**config.mk**
```make
export PLATFORM = sky130hd
export DESIGN_NAME = fsws_sequencer
export DESIGN_NICKNAME = d
export VERILOG_FILES = /design/src/fsws_pkg.sv /design/src/fsws_sequencer.sv
export SDC_FILE = /design/constraint.sdc
export NUM_CORES = 1
export LEC_CHECK = 0
export BUFFER_PORTS_ARGS = -buffer_cell sky130_fd_sc_hd__buf_4
export CAP_MARGIN = 25
export CORE_MARGIN = 2
export CORE_UTILIZATION = 35
export CTS_CLUSTER_SIZE = 16
export DETAILED_ROUTE_END_ITERATION = 16
export PLACE_DENSITY = 0.54
export SETUP_SLACK_MARGIN = 0.1
export SLEW_MARGIN = 20
export SYNTH_ARGS = -nofsm -noshare
export SYNTH_HDL_FRONTEND = slang
export SYNTH_SLANG_ARGS = --single-unit
```
**constraint.sdc**
```tcl
create_clock -name clk_in -period 9.5 [get_ports clk_in]
set_clock_uncertainty 0.1 [all_clocks]
set_input_delay 1.425 -clock clk_in [delete_from_list [all_inputs] [get_ports clk_in]]
set_output_delay 1.425 -clock clk_in [all_outputs]
set_load 0.05 [all_outputs]
```
**src/fsws_pkg.sv**
```systemverilog
// Constants shared by the flash self-write sequencer: register map, control fields,
// unlock keys, latch geometry and the timed-operation length.
// Assumes a 10 MHz instruction clock and a 32-bit AXI4-Lite register port.
package fsws_pkg;
  // ************************************************************
  // Register map (byte addresses)
  // ************************************************************
  localparam logic [7:0] OFF_PROG_CTRL = 8'h00;
  localparam logic [7:0] OFF_UNLOCK_KEY = 8'h04;
  localparam logic [7:0] OFF_ADDR_LOW = 8'h08;
  localparam logic [7:0] OFF_ADDR_HIGH = 8'h0c;
  localparam logic [7:0] OFF_WORD_LOW = 8'h10;
  localparam logic [7:0] OFF_WORD_HIGH = 8'h14;

  // ************************************************************
  // Control register fields
  // ************************************************************
  localparam int BIT_FIXED_ONE = 7;
  localparam int BIT_CFG_SEL = 6;
  localparam int BIT_LATCH_ONLY = 5;
  localparam int BIT_ROW_ERASE = 4;
  localparam int BIT_PROG_ERR = 3;
  localparam int BIT_PROG_EN = 2;
  localparam int BIT_WR_START = 1;

  // ************************************************************
  // Unlock keys, latch geometry, blank value
  // ************************************************************
  localparam logic [7:0] KEY_FIRST = 8'h55;
  localparam logic [7:0] KEY_SECOND = 8'haa;
  localparam int LATCH_COUNT = 32;
  localparam int LATCH_IDX_W = 5;
  localparam int ROW_W = 10;
  localparam int ADDR_W = 15;
  localparam int WORD_W = 14;
  localparam logic [13:0] LATCH_BLANK = 14'h3fff;
  localparam logic [1:0] NOP_SLOTS = 2'h2;

  // ************************************************************
  // Timing
  // ************************************************************
  localparam int CLK_FREQ_KHZ = 10000;
  localparam int OP_TIME_US = 2000;
  localparam int OP_CYCLES = (OP_TIME_US * CLK_FREQ_KHZ) / 1000;

  // ************************************************************
  // Bus answers and state types
  // ************************************************************
  localparam logic [1:0] RESP_OKAY = 2'h0;
  localparam logic [1:0] RESP_SLVERR = 2'h2;

  typedef enum logic [1:0] {UL_IDLE, UL_GOT_FIRST, UL_ARMED} fsws_unlock_t;
  typedef enum logic [1:0] {SQ_IDLE, SQ_NOP, SQ_STALL} fsws_seq_t;
  typedef enum logic [1:0] {OP_NONE, OP_LOAD, OP_PROGRAM, OP_ERASE} fsws_op_t;
endpackage

```
**src/fsws_sequencer.sv**
```systemverilog
// Flash self-write sequencer: AXI4-Lite registers, unlock detector, forced no-op slots,
// stall timer and the 32-word write latch bank.
// Assumes the core pulses instr_slot_in once per instruction slot on the same clock, and
// that por_n_in comes from the reset controller on the same clock.
//
// Behaviour
// - Unlock needs key 55h then AAh, then setting the write start bit.
// - Erase, latch load and programming only run after a completed unlock.
// - An interrupted unlock starts neither latch load nor programming.
// - Setting the write start bit forces the next two instruction slots to no-ops.
// - Erase or program stalls execution for about 2 ms, then resumes.
// - Clocks and peripherals keep running during the stall; it is not sleep.
// - Latch load only forces the two no-ops and does not stall.
// - After an erase, execution resumes at the third instruction after the start.
// - Erase works on whole rows picked by any address inside the row.
// - Programming does no erase; targets must already be blank.
// - One programming pass writes at most the 32 latches of a row.
// - Upper 10 address bits pick the row, lower 5 bits the latch.
// - Every programming or erase completion resets all latches to 3FFFh; a latch load does not.
// - With latch-only select set, unlocked write only loads the addressed latch.
// - With latch-only select clear, load the latch then program the whole row.
// - Write start bit is set by software only and cleared by hardware.
// - A reset during a write or erase sets the program error flag.
// - The unlock key register reads as all zeros.
// - Data pair holds a 14-bit word, address pair a 15-bit address.
`timescale 1ns/1ns
module fsws_sequencer #(
  parameter int OP_CYCLES = fsws_pkg::OP_CYCLES
) (
  input wire logic clk_in,
  input wire logic rst_n_in,
  input wire logic por_n_in,
  input wire logic s_axi_awvalid_in,
  output logic s_axi_awready_out,
  input wire logic [7:0] s_axi_awaddr_in,
  input wire logic s_axi_wvalid_in,
  output logic s_axi_wready_out,
  input wire logic [31:0] s_axi_wdata_in,
  input wire logic [3:0] s_axi_wstrb_in,
  output logic s_axi_bvalid_out,
  input wire logic s_axi_bready_in,
  output logic [1:0] s_axi_bresp_out,
  input wire logic s_axi_arvalid_in,
  output logic s_axi_arready_out,
  input wire logic [7:0] s_axi_araddr_in,
  output logic s_axi_rvalid_out,
  input wire logic s_axi_rready_in,
  output logic [31:0] s_axi_rdata_out,
  output logic [1:0] s_axi_rresp_out,
  input wire logic instr_slot_in,
  output logic force_nop_out,
  output logic stall_out,
  output logic flash_erase_out,
  output logic flash_program_out,
  output logic flash_cfg_space_out,
  output logic [9:0] flash_row_out,
  output logic [447:0] flash_latch_data_out
);
  // ************************************************************
  // State
  // ************************************************************
  logic aw_held_reg, w_held_reg, bvalid_reg, rvalid_reg;
  logic [7:0] aw_addr_reg, wdata_reg, rd_addr_reg;
  logic wstrb0_reg;
  logic [1:0] bresp_reg, rresp_reg;
  logic [31:0] rdata_reg;
  logic cfg_sel_reg, latch_only_reg, row_erase_reg, prog_err_reg, prog_en_reg, wr_start_reg;
  logic [14:0] prog_addr_reg;
  logic [13:0] prog_word_reg;
  logic [13:0] latch_reg [fsws_pkg::LATCH_COUNT];
  fsws_pkg::fsws_unlock_t unlock_reg;
  fsws_pkg::fsws_seq_t seq_reg;
  fsws_pkg::fsws_op_t op_reg;
  logic [1:0] nop_cnt_reg;
  logic [31:0] stall_cnt_reg;
  logic go_erase_reg, go_prog_reg, cfg_lat_reg;

  logic wr_fire, rd_fire, ctrl_wr, key_wr, start_try, start_ok, nop_done, stall_done;
  fsws_pkg::fsws_op_t op_next;

  function automatic logic is_mapped(input logic [7:0] a);
    is_mapped = (a == fsws_pkg::OFF_PROG_CTRL) || (a == fsws_pkg::OFF_UNLOCK_KEY) ||
                (a == fsws_pkg::OFF_ADDR_LOW) || (a == fsws_pkg::OFF_ADDR_HIGH) ||
                (a == fsws_pkg::OFF_WORD_LOW) || (a == fsws_pkg::OFF_WORD_HIGH);
  endfunction

  // ************************************************************
  // AXI4-Lite write channel
  // ************************************************************
  assign s_axi_awready_out = !aw_held_reg && !bvalid_reg;
  assign s_axi_wready_out = !w_held_reg && !bvalid_reg;
  assign wr_fire = aw_held_reg && w_held_reg && !bvalid_reg;
  assign s_axi_bvalid_out = bvalid_reg;
  assign s_axi_bresp_out = bresp_reg;

  always_ff @(posedge clk_in) begin
    if (!rst_n_in) begin
      aw_held_reg <= 1'b0;
      aw_addr_reg <= 8'h00;
    end else if (s_axi_awvalid_in && s_axi_awready_out) begin
      aw_held_reg <= 1'b1;
      aw_addr_reg <= s_axi_awaddr_in;
    end else if (wr_fire) begin
      aw_held_reg <= 1'b0;
    end
  end

  always_ff @(posedge clk_in) begin
    if (!rst_n_in) begin
      w_held_reg <= 1'b0;
      wdata_reg <= 8'h00;
      wstrb0_reg <= 1'b0;
    end else if (s_axi_wvalid_in && s_axi_wready_out) begin
      w_held_reg <= 1'b1;
      wdata_reg <= s_axi_wdata_in[7:0];
      wstrb0_reg <= s_axi_wstrb_in[0];
    end else if (wr_fire) begin
      w_held_reg <= 1'b0;
    end
  end

  always_ff @(posedge clk_in) begin
    if (!rst_n_in) begin
      bvalid_reg <= 1'b0;
      bresp_reg <= fsws_pkg::RESP_OKAY;
    end else if (wr_fire) begin
      bvalid_reg <= 1'b1;
      bresp_reg <= is_mapped(aw_addr_reg) ? fsws_pkg::RESP_OKAY : fsws_pkg::RESP_SLVERR;
    end else if (s_axi_bready_in) begin
      bvalid_reg <= 1'b0;
    end
  end

  // ************************************************************
  // AXI4-Lite read channel
  // ************************************************************
  assign s_axi_arready_out = !rvalid_reg;
  assign rd_fire = s_axi_arvalid_in && !rvalid_reg;
  assign s_axi_rvalid_out = rvalid_reg;
  assign s_axi_rdata_out = rdata_reg;
  assign s_axi_rresp_out = rresp_reg;

  always_ff @(posedge clk_in) begin
    if (!rst_n_in) begin
      rvalid_reg <= 1'b0;
      rdata_reg <= 32'h0000_0000;
      rresp_reg <= fsws_pkg::RESP_OKAY;
      rd_addr_reg <= 8'h00;
    end else if (rd_fire) begin
      rvalid_reg <= 1'b1;
      rd_addr_reg <= s_axi_araddr_in;
      rresp_reg <= is_mapped(s_axi_araddr_in) ? fsws_pkg::RESP_OKAY : fsws_pkg::RESP_SLVERR;
      case (s_axi_araddr_in)
        fsws_pkg::OFF_PROG_CTRL: rdata_reg <= {24'h000000, 1'b1, cfg_sel_reg, latch_only_reg,
                                               row_erase_reg, prog_err_reg, prog_en_reg, wr_start_reg, 1'b0};
        fsws_pkg::OFF_ADDR_LOW: rdata_reg <= {24'h000000, prog_addr_reg[7:0]};
        fsws_pkg::OFF_ADDR_HIGH: rdata_reg <= {24'h000000, 1'b1, prog_addr_reg[14:8]};
        fsws_pkg::OFF_WORD_LOW: rdata_reg <= {24'h000000, prog_word_reg[7:0]};
        fsws_pkg::OFF_WORD_HIGH: rdata_reg <= {26'h0000000, prog_word_reg[13:8]};
        default: rdata_reg <= 32'h0000_0000; // Key register is write-only
      endcase
    end else if (s_axi_rready_in) begin
      rvalid_reg <= 1'b0;
    end
  end

  // ************************************************************
  // Register writes
  // ************************************************************
  assign ctrl_wr = wr_fire && wstrb0_reg && (aw_addr_reg == fsws_pkg::OFF_PROG_CTRL);
  assign key_wr = wr_fire && wstrb0_reg && (aw_addr_reg == fsws_pkg::OFF_UNLOCK_KEY);
  assign start_try = ctrl_wr && wdata_reg[fsws_pkg::BIT_WR_START] && (seq_reg == fsws_pkg::SQ_IDLE);
  // Enable is taken from the byte being written, so a single write may enable and start
  assign start_ok = start_try && (unlock_reg == fsws_pkg::UL_ARMED) &&
                    wdata_reg[fsws_pkg::BIT_PROG_EN];

  always_comb begin
    if (wdata_reg[fsws_pkg::BIT_ROW_ERASE]) begin
      op_next = fsws_pkg::OP_ERASE;
    end else if (wdata_reg[fsws_pkg::BIT_LATCH_ONLY]) begin
      op_next = fsws_pkg::OP_LOAD;
    end else begin
      op_next = fsws_pkg::OP_PROGRAM;
    end
  end

  always_ff @(posedge clk_in) begin
    if (!rst_n_in) begin
      cfg_sel_reg <= 1'b0;
      latch_only_reg <= 1'b0;
      row_erase_reg <= 1'b0;
      prog_en_reg <= 1'b0;
    end else if (ctrl_wr) begin
      cfg_sel_reg <= wdata_reg[fsws_pkg::BIT_CFG_SEL];
      latch_only_reg <= wdata_reg[fsws_pkg::BIT_LATCH_ONLY];
      row_erase_reg <= wdata_reg[fsws_pkg::BIT_ROW_ERASE];
      prog_en_reg <= wdata_reg[fsws_pkg::BIT_PROG_EN];
    end
  end

  // Software can only set it, and only a started operation does; hardware clears it
  always_ff @(posedge clk_in) begin
    if (!rst_n_in) begin
      wr_start_reg <= 1'b0;
    end else if (start_ok) begin
      wr_start_reg <= 1'b1;
    end else if (nop_done && op_reg == fsws_pkg::OP_LOAD || stall_done) begin
      wr_start_reg <= 1'b0;
    end
  end

  // Power-on or software clears the error flag; a plain reset during an operation sets it
  always_ff @(posedge clk_in) begin
    if (!por_n_in) begin
      prog_err_reg <= 1'b0;
    end else if (!rst_n_in) begin
      prog_err_reg <= prog_err_reg || (seq_reg != fsws_pkg::SQ_IDLE && op_reg != fsws_pkg::OP_NONE);
    end else if (ctrl_wr && !wdata_reg[fsws_pkg::BIT_PROG_ERR]) begin
      prog_err_reg <= 1'b0;
    end
  end

  always_ff @(posedge clk_in) begin
    if (!rst_n_in) begin
      prog_addr_reg <= 15'h0000;
      prog_word_reg <= 14'h0000;
    end else if (wr_fire && wstrb0_reg) begin
      case (aw_addr_reg)
        fsws_pkg::OFF_ADDR_LOW: prog_addr_reg[7:0] <= wdata_reg;
        fsws_pkg::OFF_ADDR_HIGH: prog_addr_reg[14:8] <= wdata_reg[6:0];
        fsws_pkg::OFF_WORD_LOW: prog_word_reg[7:0] <= wdata_reg;
        fsws_pkg::OFF_WORD_HIGH: prog_word_reg[13:8] <= wdata_reg[5:0];
        default: prog_addr_reg <= prog_addr_reg;
      endcase
    end
  end

  // ************************************************************
  // Unlock detector
  // ************************************************************
  // Any access other than the next expected step drops back to idle
  always_ff @(posedge clk_in) begin
    if (!rst_n_in) begin
      unlock_reg <= fsws_pkg::UL_IDLE;
    end else if (key_wr && wdata_reg == fsws_pkg::KEY_FIRST && unlock_reg == fsws_pkg::UL_IDLE) begin
      unlock_reg <= fsws_pkg::UL_GOT_FIRST;
    end else if (key_wr && wdata_reg == fsws_pkg::KEY_SECOND && unlock_reg == fsws_pkg::UL_GOT_FIRST) begin
      unlock_reg <= fsws_pkg::UL_ARMED;
    end else if (wr_fire || rd_fire) begin
      unlock_reg <= fsws_pkg::UL_IDLE;
    end
  end

  // ************************************************************
  // Sequencer
  // ************************************************************
  assign nop_done = (seq_reg == fsws_pkg::SQ_NOP) && instr_slot_in && (nop_cnt_reg == 2'h1);
  assign stall_done = (seq_reg == fsws_pkg::SQ_STALL) && (stall_cnt_reg == 32'h0000_0000);

  // Counting slots relies on the core turning them into no-ops while force_nop_out is high
  always_ff @(posedge clk_in) begin
    if (!rst_n_in) begin
      seq_reg <= fsws_pkg::SQ_IDLE;
      op_reg <= fsws_pkg::OP_NONE;
      nop_cnt_reg <= 2'h0;
      stall_cnt_reg <= 32'h0000_0000;
    end else begin
      case (seq_reg)
        fsws_pkg::SQ_IDLE: begin
          if (start_try) begin
            seq_reg <= fsws_pkg::SQ_NOP;
            nop_cnt_reg <= fsws_pkg::NOP_SLOTS;
            op_reg <= start_ok ? op_next : fsws_pkg::OP_NONE;
          end
        end
        fsws_pkg::SQ_NOP: begin
          if (instr_slot_in) begin
            nop_cnt_reg <= nop_cnt_reg - 2'h1;
          end
          if (nop_done) begin
            if (op_reg == fsws_pkg::OP_ERASE || op_reg == fsws_pkg::OP_PROGRAM) begin
              seq_reg <= fsws_pkg::SQ_STALL;
              stall_cnt_reg <= 32'(OP_CYCLES - 1);
            end else begin
              seq_reg <= fsws_pkg::SQ_IDLE;
              op_reg <= fsws_pkg::OP_NONE;
            end
          end
        end
        fsws_pkg::SQ_STALL: begin
          stall_cnt_reg <= stall_cnt_reg - 32'h0000_0001;
          if (stall_done) begin
            seq_reg <= fsws_pkg::SQ_IDLE;
            op_reg <= fsws_pkg::OP_NONE;
          end
        end
        default: seq_reg <= fsws_pkg::SQ_IDLE;
      endcase
    end
  end

  // Only instruction issue is held; the clock is never gated
  assign force_nop_out = (seq_reg == fsws_pkg::SQ_NOP);
  assign stall_out = (seq_reg == fsws_pkg::SQ_STALL);

  // ************************************************************
  // Write latches and flash strobes
  // ************************************************************
  genvar gi;
  generate
    for (gi = 0; gi < fsws_pkg::LATCH_COUNT; gi++) begin : g_latch
      always_ff @(posedge clk_in) begin
        if (!rst_n_in || stall_done) begin
          latch_reg[gi] <= fsws_pkg::LATCH_BLANK;
        end else if (nop_done && (op_reg == fsws_pkg::OP_LOAD || op_reg == fsws_pkg::OP_PROGRAM) &&
                     prog_addr_reg[4:0] == 5'(gi)) begin
          latch_reg[gi] <= prog_word_reg;
        end
      end
      assign flash_latch_data_out[gi*14 +: 14] = latch_reg[gi];
    end
  endgenerate

  // Program pulse never comes with erase; the array must already be blank
  always_ff @(posedge clk_in) begin
    if (!rst_n_in) begin
      go_erase_reg <= 1'b0;
      go_prog_reg <= 1'b0;
      cfg_lat_reg <= 1'b0;
    end else begin
      go_erase_reg <= nop_done && op_reg == fsws_pkg::OP_ERASE;
      go_prog_reg <= nop_done && op_reg == fsws_pkg::OP_PROGRAM;
      if (nop_done) begin
        cfg_lat_reg <= cfg_sel_reg;
      end
    end
  end

  assign flash_erase_out = go_erase_reg;
  assign flash_program_out = go_prog_reg;
  assign flash_cfg_space_out = cfg_lat_reg;
  assign flash_row_out = prog_addr_reg[14:5];
endmodule

```
# [Word level (Yosys, flattened, before mapping)]
# Memory sizes are Yosys's and may differ from the RTL's.
# Cells that the tools add are included.
[totals] ff_bits=135 mem_bits_rw=448 inputBits=61 memories=1
[op_classes] n_addsub=2 n_eq_ne=58 mux=165 n_bitwise=33 reduce_logical=108
[mem_list] name="latch_reg" depth=32 word_bits=14 read_ports=32 rd_ports_with_merged_regs=0 wr=32 line_no="fsws_sequencer.sv:70" rtl="logic [13:0] latch_reg [fsws_pkg::LATCH_COUNT];"
[op_table] operator="$mux W14" n=32
[op_table] operator="$mux W1" n=110
[op_table] operator="$eq A5 B5 Y1 const B" n=16
[op_table] operator="$mux W32" n=2
[op_table] operator="$pmux W32 S2" n=1
[op_table] operator="$logic_and A1 B1 Y1" n=59
[op_table] operator="$eq A5 B4 Y1 const B" n=8
[op_table] operator="$pmux W8 S5" n=1
[op_table] operator="$eq A8 B4 Y1 const B" n=4
[op_table] operator="$eq A8 B5 Y1 const B" n=4
[op_table] operator="$logic_not A32 Y1" n=1
[op_table] operator="$mux W2" n=16
[op_table] operator="$or A1 B1 Y1" n=32
[op_table] operator="$sub A32 B1 Y32 const B" n=1
[op_table] operator="$eq A5 B3 Y1 const B" n=4
[op_table] operator="$reduce_bool A2 Y1" n=10
[op_table] operator="$eq A8 B3 Y1 const B" n=2
[op_table] operator="$logic_not A8 Y1" n=2
[op_table] operator="$logic_or A1 B1 Y1" n=16
[op_table] operator="$pmux W2 S3" n=2
[op_table] operator="$eq A5 B2 Y1 const B" n=2
[op_table] operator="$reduce_and A3 Y1" n=3
[op_table] operator="$eq A2 B1 Y1 const B" n=4
[op_table] operator="$eq A2 B2 Y1 const B" n=4
[op_table] operator="15 further kinds" n=30

# [Depth between registers and ports, before layout]
# Gate-level depths: netlist of the first run.
[depth] depth_word=11 mapped_depth=11

# [Least setup slack after synthesis of the first run]
# No wires, ideal clock.
[synth_timing] path_kind="input -> register" start="in instr_slot_in" end="mem latch_reg[10][0], in the netlist latch_reg[0][140] (enable)" arrival_ns=3.724 t_required_ns=8.996 slack_ns=5.272 path_stages=8 path_buffers=4 cell_sequence="and3_1 -> clkbuf_1 -> nand2_1 -> or2_2 -> clkbuf_1 -> clkbuf_1 -> clkbuf_1 -> o21ai_0"
[synth_lines] element="from (decl)" line_no="fsws_sequencer.sv:50" rtl="input wire logic instr_slot_in,"
[synth_lines] element="to (decl)" line_no="fsws_sequencer.sv:70"

==> flow_metrics.env, run 1 <==
export IMPL_fin_crit_ps=4220
export IMPL_hold_end="wstrb0_reg"
export IMPL_min_path_type="reg2reg"
export IMPL_numCtsBuffers=57
export IMPL_maxCapViolations=0
export IMPL_cts_buffer_depth=3
export IMPL_drt_iter0_drc=1614
export IMPL_firstDrtPassIters=5
export IMPL_synthDistinctLibCells=63
export IMPL_core_area_um2=64100
export IMPL_start_kind="input port"
export IMPL_synth_common_cells="edfxtp_1 (448), nand3_1 (301), nor2_1 (212), nand2_1 (182), clkbuf_1 (120)"
export IMPL_yosysWarnings=0
export IMPL_worst_slew_pin_slew_ps=1060
export IMPL_slew_violations=0
export IMPL_n_antenna_cell=0
export IMPL_period_share=0.444
export IMPL_cts_tree="built"
export IMPL_finalSetupViolations=0
export IMPL_layout_drive_gt1_share=0.286
export IMPL_cts_resized=0
export IMPL_worst_ep_arrival_time_ps=4440
export IMPL_grt_overflow=0
export IMPL_synth_most_common_cell="edfxtp_1"
export IMPL_max_freq_mhz=237
export IMPL_track_usage=0.238
export IMPL_via_per_inst=5.27
export IMPL_top_usage_layer="met2"
export IMPL_r2r_cells=8
export IMPL_start_util=0.352
export IMPL_syn_to_final_growth_pct=28.2
export IMPL_slew_headroom=0.293
export IMPL_crit_fanout=67
export IMPL_die_y_um=258
export IMPL_cts_setup_buffers=0
export IMPL_met3_usage=0.0443
export IMPL_whs_path_depth=2
export IMPL_nets=2391
export IMPL_rows=93
export IMPL_critical_path_required_ps=9720
export IMPL_clk_latency_ps=620
export IMPL_rr_startpoint="seq_reg[1]"
export IMPL_synthFlopType="edfxtp_1"
export IMPL_routabilityCongestion=0.806
export IMPL_path_clk_slew_ps=60
export IMPL_cts_root_buf="clkbuf_16"
export IMPL_hold_violations=0
export IMPL_ctsHoldBuffers=0
export IMPL_async_flop_share=0
export IMPL_p_per_area_nw_per_um2=198
export IMPL_grt_max_degree=204
export IMPL_outcome="finished clean"
export IMPL_crit_type="in2reg"
export IMPL_dieArea_um2=66600
export IMPL_fin_setup_tns_ps=0
export IMPL_synth_edf_count=448
export IMPL_whs_ps=360
export IMPL_largest_reg_flops=448
export IMPL_rsz0062_at_grt="no"
export IMPL_io_pins=565
export IMPL_clock_sinks=557
export IMPL_min_from="wstrb0_reg"
export IMPL_fill_cells=5849
export IMPL_grt_pass1_wl_um=116000
export IMPL_avgSynthCellArea_um2=11.9
export IMPL_grt_util_met2=0.399
export IMPL_crit_path_end_kind="flop"
export IMPL_yosys_top_cells_area="edfxtp_1 (60%), dfxtp_1 (9.7%), nand3_1 (6.7%), nor2_1 (3.5%), nand2_1 (3.0%)"
export IMPL_yosysSeqAreaShare=0.692
export IMPL_antenna_found_initial=2
export IMPL_r2r_end="latch_reg[0][215]"
export IMPL_vias=17000
export IMPL_synth_area_um2=22600
export IMPL_drtAntennaViolNets=0
export IMPL_power_leakage_uw=0.0107
export IMPL_drc=0
export IMPL_regToRegSetupSlack_ps=5320
export IMPL_dpl_hpwl_um=54200
export IMPL_grt_pass1_vias=16300
export IMPL_wl_per_cell_um=25.2
export IMPL_yosys_register_bits=557
export IMPL_finalWirelength_um=81400
export IMPL_io_buffers=511
export IMPL_yosysTopAreaCellShare=0.595
export IMPL_netlist_instances=1896
export IMPL_gr_usage_met1=0.306
export IMPL_die_w_um=258
export IMPL_yosysTopAreaCell="edfxtp_1"
export IMPL_peakVddDrop_v=0.000145
export IMPL_htree_levels=2
layout make-up:
cell class / instances / area, µm² / area share
flip-flops and latches: 557 / 15600 / 0.540
multi-input cells: 1138 / 6180 / 0.213
repair buffers: 548 / 4140 / 0.143
clock buffers: 77 / 1580 / 0.0546
well taps: 855 / 1070 / 0.0369
clock inverters: 30 / 283 / 0.00976
inverters: 18 / 67.6 / 0.00233
placed cells by master (no fill, tap or decap), drive strengths merged, types with 36 or more instances in the layout:
cell type	n
o21ai	68
buf	548
dfxtp	109
nor3	36
nor2	212
edfxtp	448
clkbuf	77
nand3	301
nand2	182
a21oi	43
or4	78
stage by stage:
stage,power [µW],util,instances,worst slack [ps],area [µm²]
finish,5750,0.452,3223,5280,29000
global route,5910,0.452,3223,5110,29000
CTS,5780,0.451,3221,5340,28900
floorplan,3320,-,1921,5270,22700
global placement,3560,0.422,3113,4770,27000
detailed placement,3560,0.422,3114,4700,27100
per-layer routing:
| layer | part of all wire | wire, µm |
|---|---|---|
| met4 | 0.036 | 2940 |
| met1 | 0.40 | 32400 |
| met2 | 0.49 | 40000 |
| met3 | 0.074 | 6030 |
| met5 | 0 | 0 |
power breakdown:
part           switching [µW]  internal, µW
clock network             961          1280
logic                     562           162
registers                51.4          2730
total                    1570          4170
worst max-delay path by stage:
stage,startpoint,to,depth (start not counted),slack [ps]
2_1_floorplan,instr_slot_in,latch_reg[0][140],8,5270
3_3_place_gp,instr_slot_in,latch_reg[0][67],7,4770
3_5_place_dp,instr_slot_in,latch_reg[0][50],7,4700
4_1_cts,instr_slot_in,latch_reg[0][215],7,5340
5_1_grt,seq_reg[1],latch_reg[0][198],8,5110
6_report,instr_slot_in,latch_reg[0][215],7,5280
kinds of logic after synthesis:
group	after synthesis	share of synthesized area
buf+inv	226	0.0460
flops	557	0.692
mux	30	0.0135
fa+ha+maj	10	0.00554
xor+xnor	24	0.00930
compound gates	145	0.0370
other cells	1	0.000166
simple gates	903	0.197
worst max-delay path, stage by stage:
cell	delay, ps
buf_4	130
and3_1	480
nand2_1	200
nor2_4	480
buf_4	680
buf_4	770
nand3_1	180
Note: power is estimated with default switching activity, not from simulation.
==> run 2: changes to the inputs <==
--- a/config.mk
+++ b/config.mk
@@ -5,13 +5,14 @@
 export SDC_FILE = /design/constraint.sdc
 export NUM_CORES = 1
 export LEC_CHECK = 0
+export ABC_AREA = 1
 export BUFFER_PORTS_ARGS = -buffer_cell sky130_fd_sc_hd__buf_4
 export CAP_MARGIN = 25
 export CORE_MARGIN = 2
 export CORE_UTILIZATION = 35
 export CTS_CLUSTER_SIZE = 16
 export DETAILED_ROUTE_END_ITERATION = 16
-export PLACE_DENSITY = 0.54
+export PLACE_DENSITY = 0.57
 export SETUP_SLACK_MARGIN = 0.1
 export SLEW_MARGIN = 20
 export SYNTH_ARGS = -nofsm -noshare
==> constraint.sdc (replaced) <==
create_clock -name clk_in -period 3.65 [get_ports clk_in]
set_clock_uncertainty 0.1 [all_clocks]
set_input_delay 0.5475 -clock clk_in [delete_from_list [all_inputs] [get_ports clk_in]]
set_output_delay 0.5475 -clock clk_in [all_outputs]
set_load 0.05 [all_outputs]
==> run 2 against run 1 <==
Die area fell by 1.2%. Flip-flop and latch count did not move. Utilization rose by 0.069 points. Global-route usage fell by 2.5 points. Hold slack got worse by 300 ps. Sequential power rose by 150%. Register-to-register slack got worse by 4600 ps. Critical path type is now reg2reg. Largest cell class unchanged. Largest power group unchanged.
==> flow_metrics.env, run 2 <==
export IMPL_yosys_top_cells_area="edfxtp_1 (60%), dfxtp_1 (9.8%), nand2_1 (8.0%), nand2_2 (2.9%), nor2_1 (2.2%)"
export IMPL_crit_start="seq_reg[1]"
export IMPL_numCtsBuffers=59
export IMPL_cts_buffer_depth=3
export IMPL_period_share=0.801
export IMPL_power_frac_comb=0.038
export IMPL_clk_latency_ps=620
export IMPL_synth_area_um2=22300
export IMPL_io_buffers=511
export IMPL_min_path_type="in2reg"
export IMPL_slew_violations=0
export IMPL_start_kind="flop"
export IMPL_p_sw_frac=0.220
export IMPL_design_area_um2=28500
export IMPL_routabilityCongestion=0.875
export IMPL_rsz0062_at_grt="no"
export IMPL_finalWorstSetupSlack_ps=727
export IMPL_synth_common_cells="nand2_1 (476), edfxtp_1 (448), nor2_1 (132), inv_1 (113), dfxtp_1 (109)"
export IMPL_critical_path_max_stage_delay_ps=660
export IMPL_slew_headroom=0.283
export IMPL_yosysTopAreaCell="edfxtp_1"
export IMPL_synthDistinctLibCells=45
export IMPL_path_clk_slew_ps=60
export IMPL_power_leakage_uw=0.00928
export IMPL_netlist_instances=1868
export IMPL_r2r_end="latch_reg[0][46]"
export IMPL_drc=0
export IMPL_fill_cells=5856
export IMPL_placed_area_um2=26700
export IMPL_synthFlopType="edfxtp_1"
export IMPL_firstDrtPassIters=5
export IMPL_layout_drive_gt1_share=0.336
export IMPL_ctsHoldBuffers=0
export IMPL_fin_setup_tns_ps=0
export IMPL_cp_slowest_cell="nor3_4"
export IMPL_die_w_um=257
export IMPL_io_pins=565
export IMPL_cts_root_buf="clkbuf_16"
export IMPL_outcome="finished clean"
export IMPL_drt_iter0_drc=1171
export IMPL_peakVddDrop_v=0.000421
export IMPL_drtAntennaViolNets=0
export IMPL_worst_ep_arrival_time_ps=3160
export IMPL_p_per_area_nw_per_um2=465
export IMPL_hold_violations=0
export IMPL_final_common_cell="buf_4"
export IMPL_regToRegSetupSlack_ps=730
export IMPL_mostFrequentLayoutCells="buf_4 (543), nand2_1 (476), edfxtp_1 (448), nor2_1 (132), dfxtp_1 (109)"
export IMPL_nets=2431
export IMPL_cts_resized=0
export IMPL_antenna_found_initial=1
export IMPL_power_switching_uw=2920
export IMPL_wl_per_cell_um=22.2
export IMPL_async_flop_share=0
export IMPL_clock_sinks=557
export IMPL_final_seq_area_um2=15600
export IMPL_fin_crit_ps=2920
export IMPL_max_freq_mhz=342
export IMPL_crit_fanout=14
export IMPL_crit_chain="inv_1, ha_1, nand3_2, clkinv_2, nand2_4, nor2_8, inv_2, buf_4, nor3_4, nand2_1"
export IMPL_grt_overflow=0
export IMPL_worst_slew_pin_slew_ps=1080
export IMPL_grt_pass1_wl_um=103000
export IMPL_crit_type="reg2reg"
export IMPL_cts_setup_buffers=0
export IMPL_grt_pass1_vias=15000
export IMPL_synth_edf_count=448
export IMPL_crit_end="latch_reg[0][46]"
export IMPL_yosysTopAreaCellShare=0.603
export IMPL_rows=92
export IMPL_dpl_hpwl_um=51000
export IMPL_htree_levels=2
export IMPL_grt_max_degree=62
export IMPL_finalSetupViolations=0
export IMPL_largest_reg_flops=448
export IMPL_yosysWarnings=0
export IMPL_core_area_um2=63100
export IMPL_vias=15500
export IMPL_p_clk_frac=0.442
export IMPL_p_int_uw=10300
export IMPL_dieArea_um2=65800
export IMPL_track_usage=0.213
export IMPL_pre_cts_ws_ps=666
export IMPL_rr_startpoint="seq_reg[1]"
export IMPL_seq_power_share=0.521
export IMPL_finalWirelength_um=72200
export IMPL_cts_tree="built"
export IMPL_r2r_cells=10
export IMPL_die_y_um=257
export IMPL_via_per_inst=4.76
export IMPL_critical_path_required_ps=3880
export IMPL_syn_to_final_growth_pct=27.9
export IMPL_yosysSeqAreaShare=0.700
export IMPL_crit_path_end_kind="flop"
export IMPL_yosys_register_bits=557
export IMPL_maxCapViolations=0
export IMPL_multi_input_area_um2=5390
export IMPL_min_from="por_n_in"
export IMPL_synth_most_common_cell="nand2_1"
export IMPL_start_util=0.354
export IMPL_avgSynthCellArea_um2=12.0
[run 2: final cells by class]
cell class / count / area share
antenna: 1 / 0.0000877
clock buffer: 75 / 0.0546
clock inverter: 33 / 0.0112
inverter: 123 / 0.0162
multi-input combinational: 1073 / 0.189
sequential: 557 / 0.548
tap: 846 / 0.0371
timing repair buffer: 546 / 0.144
[run 2: how the worst min path moves through the flow]
stage               slack, ps  depth (start not counted)                to
floorplan                 340                          2  prog_addr_reg[5]
global placement          340                          2  prog_word_reg[2]
detailed placement        350                          2  prog_word_reg[2]
global route               80                          3      prog_err_reg
CTS                        30                          3      prog_err_reg
finish                     60                          3      prog_err_reg
[run 2: kinds of logic (layout without fill, tap and decap cells)]
group,count (synthesis),after routing,share of synthesized area
DFF,557,557,0.700
other,1,27,0.000168
AOI/OAI and AO/OA,185,185,0.0436
buffers and inverters,263,777,0.0641
adders and majority gates,10,10,0.00561
and+or+nand+nor,852,852,0.186
[run 2: critical path, delay by kind of cell (launching register included)]
kind,cells,cell delay (ps)
flip-flops,1,340
buffers and inverters,4,730
adder cells (fa/ha/maj),1,230
AND/OR/NAND/NOR,5,1220
[run 2: power by group through the flow]
stage | registers [µW] | logic (µW) | clock network [µW]
after global placement | 7040 | 490 | 0
after detailed placement | 7040 | 503 | 0
after floorplan | 7050 | 350 | 0
final | 6910 | 499 | 5860
after CTS | 6900 | 504 | 5980
after global routing | 6910 | 548 | 6220
[run 2: stage by stage]
step / hold WS (ps) / utilization / power (µW) / instances
finish: 62.5 / 0.453 / 13300 / 3254
global route: 83.5 / 0.453 / 13700 / 3254
CTS: 33.5 / 0.452 / 13400 / 3252
detailed placement: 349 / 0.423 / 7540 / 3144
global placement: 343 / 0.422 / 7530 / 3141
floorplan: 337 / - / 7400 / 1893
[run 2: per-layer routing]
metal,share of wire,vias up,track usage,routed length [µm]
met1,0.42,7541,0.276,30100
met3,0.071,105,0.0460,5090
met2,0.48,644,0.355,34800
met4,0.031,0,0.0694,2240
met5,0,-,0,0
li1,-,7215,-,-
==> run 3: changes to the inputs <==
--- a/config.mk
+++ b/config.mk
@@ -5,7 +5,7 @@
 export SDC_FILE = /design/constraint.sdc
 export NUM_CORES = 1
 export LEC_CHECK = 0
-export ABC_AREA = 1
+export ABC_AREA = 0
 export BUFFER_PORTS_ARGS = -buffer_cell sky130_fd_sc_hd__buf_4
 export CAP_MARGIN = 25
 export CORE_MARGIN = 2
==> constraint.sdc (replaced) <==
create_clock -name clk_in -period 2.4 [get_ports clk_in]
set_clock_uncertainty 0.1 [all_clocks]
set_input_delay 0.36 -clock clk_in [delete_from_list [all_inputs] [get_ports clk_in]]
set_output_delay 0.36 -clock clk_in [all_outputs]
set_load 0.05 [all_outputs]
==> run 3 against run 2 <==
The flow now finishes with violations (setup timing). Clock power increased by 52%. Critical path depth shrank 3. Clock-buffer cell count fell by 3. Global-route usage is 4.0 points higher. Cell count up 5.1%. Flip-flop and latch count did not move. Cell area is 12% higher. Utilization up 4.4 points. Critical endpoint is now latch_reg[0][120].
==> flow_metrics.env, run 3 (same netlist as run 1, synthesis figures left out) <==
export IMPL_outcome="finished with violations"
export IMPL_violations="setup timing"
export IMPL_rr_startpoint="stall_cnt_reg[24]"
export IMPL_track_usage=0.253
export IMPL_grt_pass1_vias=17600
export IMPL_via_per_inst=5.37
export IMPL_p_int_uw=16700
export IMPL_regToRegSetupSlack_ps=-140
export IMPL_slew_violations=0
export IMPL_rows=93
export IMPL_p_sw_frac=0.279
export IMPL_syn_to_final_growth_pct=40.9
export IMPL_worst_slew_pin_slew_ps=1010
export IMPL_path_delay_family="simple AND/OR/NAND/NOR gates"
export IMPL_mostFrequentLayoutCells="buf_4 (641), edfxtp_1 (448), nand3_1 (300), nor2_1 (211), nand2_1 (176)"
export IMPL_die_w_um=258
export IMPL_grt_pass1_wl_um=123000
export IMPL_min_path_type="in2reg"
export IMPL_htree_levels=2
export IMPL_largest_reg_flops=448
export IMPL_grt_max_degree=86
export IMPL_clock_sinks=557
export IMPL_top_usage_layer="met2"
export IMPL_crit_fanout=9
export IMPL_rsz0062_at_grt="yes"
export IMPL_max_freq_mhz=394
export IMPL_numCtsBuffers=58
export IMPL_antenna_found_initial=2
export IMPL_r2r_cells=7
export IMPL_nets=2589
export IMPL_crit_path_end_kind="flop"
export IMPL_core_area_um2=64100
export IMPL_final_common_cell="buf_4"
export IMPL_grt_util_met2=0.439
export IMPL_io_pins=565
export IMPL_met3_usage=0.0434
export IMPL_hold_violations=0
export IMPL_cp_slowest_cell="or4_4"
export IMPL_path_clk_slew_ps=60
export IMPL_r2r_end="latch_reg[0][120]"
export IMPL_peakVddDrop_v=0.000580
export IMPL_io_buffers=511
export IMPL_power_frac_comb=0.136
export IMPL_drt_iter0_drc=1589
export IMPL_power_leakage_uw=0.0120
export IMPL_whs_ps=106
export IMPL_critical_path_required_ps=2600
export IMPL_fin_setup_tns_ps=-49550
export IMPL_start_util=0.352
export IMPL_grt_overflow=0
export IMPL_drc=0
export IMPL_slew_headroom=0.325
export IMPL_vias=18400
export IMPL_seq_power_share=0.479
export IMPL_power_switching_uw=6470
export IMPL_crit_chain="or4_4, nor4_4, a41oi_4, buf_12, buf_6, buf_16, o21ai_4"
export IMPL_wl_per_cell_um=25.7
export IMPL_finalWirelength_um=87800
export IMPL_cts_root_buf="clkbuf_16"
export IMPL_cts_tree="built"
export IMPL_maxCapViolations=0
export IMPL_finalWorstSetupSlack_ps=-136
export IMPL_clk_latency_ps=640
export IMPL_fin_crit_ps=2540
export IMPL_p_clk_frac=0.385
export IMPL_worst_ep_arrival_time_ps=2730
export IMPL_start_kind="flop"
export IMPL_min_from="s_axi_awvalid_in"
export IMPL_gr_usage_met1=0.316
export IMPL_period_share=1.06
export IMPL_routabilityCongestion=0.855
export IMPL_cts_buffer_depth=3
export IMPL_dieArea_um2=66600
export IMPL_die_y_um=258
export IMPL_hold_end="aw_held_reg"
export IMPL_layout_drive_gt1_share=0.350
export IMPL_finalSetupViolations=696
export IMPL_fill_cells=5622
export IMPL_cp_num_buf_inv=3
export IMPL_crit_type="reg2reg"
export IMPL_firstDrtPassIters=5
export IMPL_dpl_hpwl_um=59000
export IMPL_whs_path_depth=3
export IMPL_drtAntennaViolNets=0
export IMPL_critical_path_max_stage_delay_ps=550
export IMPL_p_per_area_nw_per_um2=727
[run 3: repair_timing]
action / CTS / global route
setup buffers: 6 / 8
resized for setup: 43 / 41
pin swaps: 4 / 15
setup endpoints to repair: 870 / 928
endpoints found under the hold margin: 24 / 0
gates cloned: 30 / 6
hold buffers: 26 / 0
[run 3: layout make-up]
class                   instances  area (µm²)  share of cell area
well taps                     855        1070              0.0336
multi-input cells            1161        6970               0.219
clock buffers                  72        1530              0.0481
flip-flops and latches        557       15700               0.491
diodes                          2        5.00            0.000157
repair buffers                722        6220               0.195
clock inverters                34         330              0.0104
inverters                      18        67.6             0.00212
[run 3: metal layers]
layer | part of all wire | routed length, µm | vias up
li1 | - | - | 8165
met1 | 0.38 | 33700 | 9089
met2 | 0.50 | 43700 | 966
met3 | 0.080 | 7010 | 160
met4 | 0.037 | 3290 | 0
met5 | 0 | 0 | -
[run 3: how the worst max path moves through the flow]
stage / start / endpoint / slack (ps) / cells after the start
floorplan: stall_cnt_reg[11] / latch_reg[1][140] / -100 / 5
global placement: stall_cnt_reg[0] / latch_reg[0][160] / -240 / 7
detailed placement: stall_cnt_reg[0] / latch_reg[0][106] / -240 / 7
CTS: stall_cnt_reg[24] / latch_reg[0][3] / -180 / 7
global route: stall_cnt_reg[24] / latch_reg[1][219] / -210 / 7
finish: stall_cnt_reg[24] / latch_reg[0][120] / -140 / 7
[run 3: power groups by stage]
stage          Sequential [µW]  Combinational (µW)  Clock (µW)
2_1_floorplan            12600                 528           0
3_3_place_gp             11300                2920           0
3_5_place_dp             11300                2930           0
4_1_cts                  11100                3110        9040
5_1_grt                  11100                3240        9360
6_report                 11100                3150        8910
[run 3: worst min-delay path: cells and delay by family]
family	cells	cell delay, ps
simple gates	1	180
compound gates	1	170
buf+inv	1	90
[run 3: metrics by stage]
step | instance area (µm²) | instances | setup WS [ps] | util | power, µW
detailed placement | 28600 | 3237 | -244 | 0.446 | 14200
global placement | 28600 | 3237 | -241 | 0.446 | 14200
global route | 31800 | 3419 | -215 | 0.497 | 23700
CTS | 31500 | 3405 | -177 | 0.491 | 23200
floorplan | 23200 | 1921 | -105 | - | 13200
finish | 31900 | 3421 | -136 | 0.497 | 23200
